[src/shared/masl_consts.svh]
// Constants for the monitor alert select logic: register index, bit
// positions, reset value. Assumes inclusion by bare name.
// Operation
// - Control register selects alert source and behaviour
// - Highest enabled limit bit alone uses limit
// - Over-limit asserts alert when result exceeds limit
// - Under-limit asserts alert when result below limit
// - Control register at index 06h, resets zero
// - Ready alert adds to limit; flag shows cause
// - Done flag set on completion, cleared by write/read
// - Latch clears on read; transparent on clean conversion
// - Alert active-low unless sense invert set
`ifndef MASL_CONSTS_SVH
`define MASL_CONSTS_SVH
`define MASL_CTRL_INDEX    8'h06
`define MASL_CTRL_RESET    16'h0000
`define MASL_WR_MASK       16'hFC03
`define MASL_REG_W         16
`define MASL_BIT_SH_OVER   15
`define MASL_BIT_SH_UNDER  14
`define MASL_BIT_BUS_OVER  13
`define MASL_BIT_BUS_UNDER 12
`define MASL_BIT_PWR_OVER  11
`define MASL_BIT_RDY       10
`define MASL_BIT_LIM_FLAG  4
`define MASL_BIT_DONE_FLAG 3
`define MASL_BIT_MATH_FLAG 2
`define MASL_BIT_INV       1
`define MASL_BIT_LATCH     0
`define MASL_EN_HI         15
`define MASL_EN_LO         10
`define MASL_FUNC_NONE     5'h00
`define MASL_FLAG_RESET    1'h0
`define MASL_OE_RELEASE    1'h1
`define MASL_PIN_LOW       1'h0
`endif

[src/shared/masl_pkg.sv]
// Types for the monitor alert select logic.
// Assumes the consts header is compiled alongside.
`default_nettype none
package masl_pkg;
    typedef enum logic [4:0] {
        MASL_SEL_NONE  = 5'h00,
        MASL_SEL_POWO  = 5'h01,
        MASL_SEL_BUSU  = 5'h02,
        MASL_SEL_BUSO  = 5'h04,
        MASL_SEL_SHNTU = 5'h08,
        MASL_SEL_SHNTO = 5'h10
    } masl_sel_t;
endpackage : masl_pkg
`default_nettype wire

[src/shared/masl_cmp_if.sv]
// Carrier between the control block and the limit comparator.
// Assumes both ends share clk.
`timescale 1ns/1ps
`default_nettype none
interface masl_cmp_if;
    logic [4:0]  funcEn;     // Enabled limit functions, bit 4 highest
    logic [15:0] limit;      // Shared limit value
    logic [15:0] shuntVal;   // Shunt result
    logic [15:0] busVal;     // Bus result
    logic [15:0] powerVal;   // Power result
    logic        shuntDone;  // Shunt conversion complete
    logic        busDone;    // Bus conversion complete
    logic        evalStb;    // A check was evaluated this cycle
    logic        hit;        // Evaluated check found an alert condition
    modport ctrl (output funcEn, limit, shuntVal, busVal, powerVal,
                  shuntDone, busDone, input evalStb, hit);
    modport cmp  (input funcEn, limit, shuntVal, busVal, powerVal,
                  shuntDone, busDone, output evalStb, hit);
endinterface : masl_cmp_if
`default_nettype wire

[src/rtl/masl_limit_cmp.sv]
// Priority select and limit comparison for the alert logic.
// Assumes results and done strobes are on clk.
`include "masl_consts.svh"
`timescale 1ns/1ps
`default_nettype none
module masl_limit_cmp
    import masl_pkg::*;
(
    masl_cmp_if.cmp cmpIf  // Comparator side
);
    masl_sel_t sel;
    wire [4:0] en = cmpIf.funcEn;
    // Highest enabled function wins
    assign sel = en[4] ? MASL_SEL_SHNTO :
                 en[3] ? MASL_SEL_SHNTU :
                 en[2] ? MASL_SEL_BUSO  :
                 en[1] ? MASL_SEL_BUSU  :
                 en[0] ? MASL_SEL_POWO  : MASL_SEL_NONE;
    wire signed [15:0] lim = cmpIf.limit;
    wire shOver  = $signed(cmpIf.shuntVal) > lim;
    wire shUnder = $signed(cmpIf.shuntVal) < lim;
    wire bsOver  = cmpIf.busVal > cmpIf.limit;
    wire bsUnder = cmpIf.busVal < cmpIf.limit;
    wire pwOver  = cmpIf.powerVal > cmpIf.limit;
    logic hitC;
    logic evC;
    always_comb begin
        case (sel)
            MASL_SEL_SHNTO: begin
                hitC = shOver;
                evC  = cmpIf.shuntDone;
            end
            MASL_SEL_SHNTU: begin
                hitC = shUnder;
                evC  = cmpIf.shuntDone;
            end
            MASL_SEL_BUSO: begin
                hitC = bsOver;
                evC  = cmpIf.busDone;
            end
            MASL_SEL_BUSU: begin
                hitC = bsUnder;
                evC  = cmpIf.busDone;
            end
            MASL_SEL_POWO: begin
                hitC = pwOver;
                evC  = cmpIf.busDone;
            end
            default: begin
                hitC = 1'h0;
                evC  = cmpIf.shuntDone | cmpIf.busDone;
            end
        endcase
    end
    assign cmpIf.hit     = hitC;
    assign cmpIf.evalStb = evC;
endmodule : masl_limit_cmp
`default_nettype wire

[src/rtl/masl_alert_ctrl.sv]
// Alert control register, flags and open-collector alert pin.
// Assumes measurement core strobes on clk and a register port that
// supplies the 8-bit register index; the decode for index 06h is done here.
// Holds the control word, the three status flags and the pin drive;
// the priority select and the compares sit in the limit comparator.
`include "masl_consts.svh"
`timescale 1ns/1ps
`default_nettype none
module masl_alert_ctrl
    import masl_pkg::*;
(
    input  wire logic        clk,         // 50 MHz clock
    input  wire logic        rst_b,       // Async reset, active low
    input  wire logic [7:0]  regIndex,    // Register index of access
    input  wire logic        regWr,       // Write strobe, one cycle
    input  wire logic        regRd,       // Read strobe, one cycle
    input  wire logic [15:0] regWdata,    // Write data
    output logic      [15:0] regRdata,    // Control register readback
    input  wire logic        cfgWr,       // Config write, not power-down
    input  wire logic [15:0] limitVal,    // Shared limit register
    input  wire logic [15:0] shuntVal,    // Shunt result
    input  wire logic [15:0] busVal,      // Bus result
    input  wire logic [15:0] powerVal,    // Power result
    input  wire logic        shuntDone,   // Shunt conversion done pulse
    input  wire logic        busDone,     // Bus conversion done pulse
    input  wire logic        allDone,     // All conversions/math done
    input  wire logic        mathOvf,     // Arithmetic overflow pulse
    output logic             alertOut,    // Alert pin drive level
    output logic             alertOe_b    // Alert pin enable, low drives
);
    // ==================================================================
    // Comparator hookup
    // ==================================================================
    masl_cmp_if cmpIf ();

    masl_limit_cmp masl_limit_cmp_i (
        .cmpIf (cmpIf.cmp)
    );

    // ==================================================================
    // State and next-state values
    // ==================================================================
    logic [15:0] ctrl_q;
    logic [15:0] ctrl_d;
    logic        limFlag_q;
    logic        limFlag_d;
    logic        doneFlag_q;
    logic        doneFlag_d;
    logic        mathFlag_q;
    logic        mathFlag_d;

    // ==================================================================
    // Register decode
    // ==================================================================
    // Other indexes belong to other registers and are ignored here
    wire        selCtrl = (regIndex == `MASL_CTRL_INDEX);
    wire        ctrlWr  = regWr & selCtrl;
    wire        ctrlRd  = regRd & selCtrl;
    wire [15:0] wrMask  = `MASL_WR_MASK;

    // ==================================================================
    // Control register next value
    // ==================================================================
    // Flag positions stay zero here; readback fills them from the flags
    generate
        for (genvar b = 0; b < `MASL_REG_W; b++) begin : g_ctrl_bit
            assign ctrl_d[b] = (ctrlWr & wrMask[b]) ? regWdata[b] :
                               wrMask[b] ? ctrl_q[b] : 1'h0;
        end
    endgenerate

    // ==================================================================
    // Field decode
    // ==================================================================
    wire shuntOverLimitEnable  = ctrl_q[`MASL_BIT_SH_OVER];
    wire shuntUnderLimitEnable = ctrl_q[`MASL_BIT_SH_UNDER];
    wire busOverLimitEnable    = ctrl_q[`MASL_BIT_BUS_OVER];
    wire busUnderLimitEnable   = ctrl_q[`MASL_BIT_BUS_UNDER];
    wire powerOverLimitEnable  = ctrl_q[`MASL_BIT_PWR_OVER];
    wire readyAlertEnable      = ctrl_q[`MASL_BIT_RDY];
    wire alertLatchSelect      = ctrl_q[`MASL_BIT_LATCH];
    // Sense takes effect with the write that sets it
    wire alertSenseInvert      = ctrl_d[`MASL_BIT_INV];

    // ==================================================================
    // Function select
    // ==================================================================
    // Bit 4 is the highest priority function
    wire [4:0] funcEn  = {shuntOverLimitEnable, shuntUnderLimitEnable,
                          busOverLimitEnable, busUnderLimitEnable,
                          powerOverLimitEnable};
    wire       limitOn = (funcEn != `MASL_FUNC_NONE);

    // ==================================================================
    // Comparator feed
    // ==================================================================
    // Results and strobes pass straight through to the pure compare
    assign cmpIf.funcEn    = funcEn;
    assign cmpIf.limit     = limitVal;
    assign cmpIf.shuntVal  = shuntVal;
    assign cmpIf.busVal    = busVal;
    assign cmpIf.powerVal  = powerVal;
    assign cmpIf.shuntDone = shuntDone;
    assign cmpIf.busDone   = busDone;
    wire evalStb = cmpIf.evalStb;
    wire evalHit = cmpIf.hit;

    // ==================================================================
    // Limit alert flag
    // ==================================================================
    // Only a selected function can raise the flag
    wire limSet  = limitOn & evalStb & evalHit;
    wire limClrT = ~alertLatchSelect & evalStb & ~evalHit;
    wire limClrL = alertLatchSelect & ctrlRd;
    wire limClr  = limClrT | limClrL;
    // Set wins over any clear in the same cycle
    assign limFlag_d = limSet ? 1'h1 :
                       limClr ? 1'h0 : limFlag_q;

    // ==================================================================
    // Conversion done flag
    // ==================================================================
    // Set when the whole conversion and its math are finished
    wire doneSet = allDone;
    wire doneClr = cfgWr | ctrlRd;
    assign doneFlag_d = doneSet ? 1'h1 :
                        doneClr ? 1'h0 : doneFlag_q;

    // ==================================================================
    // Math overflow flag
    // ==================================================================
    // A control read clears it along with the done flag
    wire mathSet = mathOvf;
    wire mathClr = ctrlRd;
    assign mathFlag_d = mathSet ? 1'h1 :
                        mathClr ? 1'h0 : mathFlag_q;

    // ==================================================================
    // Alert pin
    // ==================================================================
    // Ready signalling adds to the limit alert, never replaces it
    wire limitAct = limFlag_d;
    wire readyAct = readyAlertEnable & doneFlag_d;
    wire alertAct = limitAct | readyAct;
    wire idleHigh = ~alertSenseInvert;
    // Open collector: pulled low when the pin level is low, else released
    wire pinLevel = alertAct ^ idleHigh;
    wire oeB_d    = pinLevel;

    // ==================================================================
    // Readback
    // ==================================================================
    // Shows the state as it stands after the access that reads it
    wire [15:0] rdVal_d = {ctrl_d[`MASL_BIT_SH_OVER:`MASL_BIT_LIM_FLAG + 1],
                           limFlag_d,
                           doneFlag_d,
                           mathFlag_d,
                           ctrl_d[`MASL_BIT_INV:`MASL_BIT_LATCH]};

    // ==================================================================
    // Control register
    // ==================================================================
    always_ff @(posedge clk or negedge rst_b) begin
        if (!rst_b) begin
            ctrl_q <= `MASL_CTRL_RESET;
        end else begin
            ctrl_q <= ctrl_d;
        end
    end

    // ==================================================================
    // Flag registers
    // ==================================================================
    always_ff @(posedge clk or negedge rst_b) begin
        if (!rst_b) begin
            limFlag_q <= `MASL_FLAG_RESET;
        end else begin
            limFlag_q <= limFlag_d;
        end
    end

    always_ff @(posedge clk or negedge rst_b) begin
        if (!rst_b) begin
            doneFlag_q <= `MASL_FLAG_RESET;
        end else begin
            doneFlag_q <= doneFlag_d;
        end
    end

    always_ff @(posedge clk or negedge rst_b) begin
        if (!rst_b) begin
            mathFlag_q <= `MASL_FLAG_RESET;
        end else begin
            mathFlag_q <= mathFlag_d;
        end
    end

    // ==================================================================
    // Output registers
    // ==================================================================
    always_ff @(posedge clk or negedge rst_b) begin
        if (!rst_b) begin
            regRdata <= `MASL_CTRL_RESET;
        end else begin
            regRdata <= rdVal_d;
        end
    end

    // The pin level stays low; only its enable moves
    always_ff @(posedge clk or negedge rst_b) begin
        if (!rst_b) begin
            alertOut <= `MASL_PIN_LOW;
        end else begin
            alertOut <= `MASL_PIN_LOW;
        end
    end

    always_ff @(posedge clk or negedge rst_b) begin
        if (!rst_b) begin
            alertOe_b <= `MASL_OE_RELEASE;
        end else begin
            alertOe_b <= oeB_d;
        end
    end
endmodule : masl_alert_ctrl
`default_nettype wire

[config.mk]
export PLATFORM = sky130hd
export DESIGN_NAME = masl_alert_ctrl
export DESIGN_NICKNAME = d
export VERILOG_FILES = /design/src/shared/masl_pkg.sv /design/src/shared/masl_cmp_if.sv /design/src/rtl/masl_limit_cmp.sv /design/src/rtl/masl_alert_ctrl.sv
export VERILOG_INCLUDE_DIRS = /design/src /design/src/shared
export SDC_FILE = /design/constraint.sdc
export NUM_CORES = 1
export LEC_CHECK = 0
export BUFFER_PORTS_ARGS = -buffer_cell sky130_fd_sc_hd__buf_4
export CORE_ASPECT_RATIO = 1.4
export CORE_UTILIZATION = 46
export CTS_CLUSTER_SIZE = 12
export DETAILED_ROUTE_END_ITERATION = 12
export PLACE_DENSITY = 0.87
export SLEW_MARGIN = 0
export SYNTH_ARGS = -nofsm -noshare
export SYNTH_HDL_FRONTEND = slang
export SYNTH_SLANG_ARGS = --single-unit
[constraint.sdc]
create_clock -name clk -period 3.2 [get_ports clk]
set_input_delay 0.16 -clock clk [delete_from_list [all_inputs] [get_ports clk]]
set_output_delay 0.16 -clock clk [all_outputs]
set_load 0.005 [all_outputs]
==> flow_summary.yaml <==
logic_synthesis:
  netlist_area_um2: 1738
  ys_warn_count: 0
  ys_seq_area_frac: 0.1735
  syn_area_per_cell_um2: 8.777
  synth_top_area_frac: 0.3456
  synth_ff_type: "dfrtp_1"
  synth_edf_count: 0
  synthCells: 198
  ys_ff_latch: 12
  synth_most_common_cell: "ha_1"
  synth_common_cells: "ha_1, inv_1, a21oi_1"
  synth_cell_types: 36
  synth-async-reset-ratio: 1.000
  netlist_top_cells_area: "ha_1, dfrtp_1, a21oi_1"
  yosysTopAreaCell: "ha_1"
sta:
  max_clock_freq_mhz: 392.5
  relSlewSlack: 0.6212
  worst_pin_slew_ns: 0.5539
  setup_viol: 0
  drv_slew: 0
  rsz0062_at_grt: "false"
  finalCritPeriodShare: 0.7963
  finClkSkew_ns: 0.001916
  tns_ns: 0
  hold_viol: 0
  period_minus_slack_ns: 2.548
cts:
  clock_latency_ns: 0.24
  cts_resized: 0
  cts_made_buffers: 3
  cts_setup_buffers: 0
  cts.clk_slew.worst_paths_ns: 0.05
  cts_tree: "done"
  cts_max_path_buffers: 2
  htree_levels: 1
  cts_hold_buf: 1
  cts_root_buf: "clkbuf_8"
  clock_sinks: 12
critical_path:
  cpMaxStageDelayCell: "or4_1"
  crit_required_ns: 3.37
  crit_top_cell: "a211o_1"
  cp-startpoint: "limitVal[14]"
  worstSetupEndpointType: "flop"
  worst-path-max-fanout: 3
  startpoint_type: "primary input"
  path_class: "primary input to flop"
  crit-reg2reg-launch: "ctrl_q[12]"
  arrival_ns: 2.71
  slowest_delay_ns: 0.57
  crit_chain: "buf_4, inv_1, ha_1, nand4_1, or4_1, a21oi_1, nor4_1, a211o_1, a211o_1, a222oi_1, xor2_1"
power:
  powerDensity_nw_per_um2: 237.4
  vdd_drop_max_mv: 0.3373
  p_leak_nw: 1.416
hold_path:
  hp-class: "primary input to flop"
  worstHoldStart: "mathOvf"
global_route:
  grt_pass1_wl_um: 7465
  grt_pass1_vias: 1864
  grt_max_degree: 13
  grt_use_total: 0.2533
  grt_remaining_overflow: 0
  antenna_found_initial: 0
layout:
  areaGrowthSynthToFinish_pct: 47.16
  fin_area_um2: 2557
  post-route-util: 0.7019
  final_layout_size_suffix_gt1_frac: 0.3813
  n_antenna_cell: 0
  finish.net_count: 445
placed_design:
  dp_hpwl_um: 4073
  gp_congestion: 0.8040
  dpl_cell_area_um2: 2492
  place.port_buffers: 100
drt:
  routedWlPerCell_um: 13.59
  drc: 0
  drt_iter0_drc: 31
  vias: 1843
  viasPerCell: 5.405
  ant_nets: 0
  firstDrtPassIters: 5
  wirelength_um: 4634
floorplan:
  die_h_um: 74.73
  initial_core_util: 0.4770
  core_um2: 3643
  ioPinCount: 115
  dieArea_um2: 4031
  die-width_um: 53.95
  rows: 26
status:
  status: "finished, final reports clean"
job:
  cap_viol_max_count: 0
-- power breakdown --
group          total (mW)  switching, mW  internal (mW)
Sequential          0.172        0.00815          0.164
Combinational       0.272          0.116          0.156
Clock               0.163         0.0545          0.109
Total               0.607          0.179          0.428
-- cell type report --
| type | count | area [um2] |
|---|---|---|
| Tap cell | 42 | 52.55 |
| Fill cell | 289 | 1086 |
| Inverter | 22 | 82.58 |
| Clock buffer | 4 | 55.05 |
| Timing Repair Buffer | 101 | 760.7 |
| Sequential cell | 12 | 301.5 |
| Multi-Input combinational cell | 160 | 1305 |
-- state kept, by name, indices dropped and copies added, names as in the netlist --
| name | cells |
|---|---|
| alertOe_b | 1 |
| regRdata | 3 |
| ctrl_q | 8 |
-- cell usage in the layout, fill, tap and decap left out, drive strengths merged, types with 2 or more instances in the layout --
cell type / instances
buf: 100
nor2b: 3
dfrtp: 11
a21oi: 20
o211ai: 4
nand2: 12
ha: 48
or4: 3
nor2: 7
a21o: 4
mux2: 8
inv: 22
nand3: 5
nand4: 11
a221oi: 2
nor4: 3
a211o: 2
clkbuf: 4
conb: 6
nand2b: 2
o21a: 2
o21ai: 4
-- worst max-delay path, delay by kind of cell --
family / cells / cell delay [ns]
compound gates: 4 / 1.10
simple gates: 3 / 0.79
fa+ha+maj: 1 / 0.32
xor+xnor: 1 / 0.20
buf+inv: 2 / 0.13
-- kinds of logic after synthesis --
logic type	count (synthesis)	synth area share
AO/OA/AOI/OAI	47	0.1800
XOR/XNOR	1	0.005041
multiplexers	8	0.05184
AND/OR/NAND/NOR	50	0.1555
other	1	0.002158
buffers and inverters	31	0.08639
flip-flops	12	0.1735
adder cells (fa/ha/maj)	48	0.3456
-- path summary, 6_finish.rpt --
check,end,slack (ns),cells after the start
min reg2reg,regRdata[2],0.49,1
min,regRdata[2],0.1,2
max reg2reg,alertOe_b,1.32,6
max in group asynchronous,alertOe_b,2.68,2
min in group asynchronous,regRdata[2],0.29,2
max,alertOe_b,0.65,11
-- stage by stage --
stage	setup slack (ns)	power, mW	instances	hold WS, ns
floorplan	0.7069	0.3160	203	-0.1356
global placement	0.4378	0.4346	336	0.005884
detailed placement	0.3988	0.4449	336	0.005050
CTS	0.6521	0.6133	341	0.09686
global route	0.5349	0.6621	341	0.09397
finish	0.6520	0.6073	341	0.09872
-- routing by layer --
metal / vias up / wire [um] / track usage
met5: - / 0 / 0
met4: 0 / 167 / 0.1199
met3: 17 / 342 / 0.04242
met2: 87 / 2458 / 0.4787
met1: 802 / 1665 / 0.2581
li1: 937 / - / -
(Power assumes the default switching activity.)
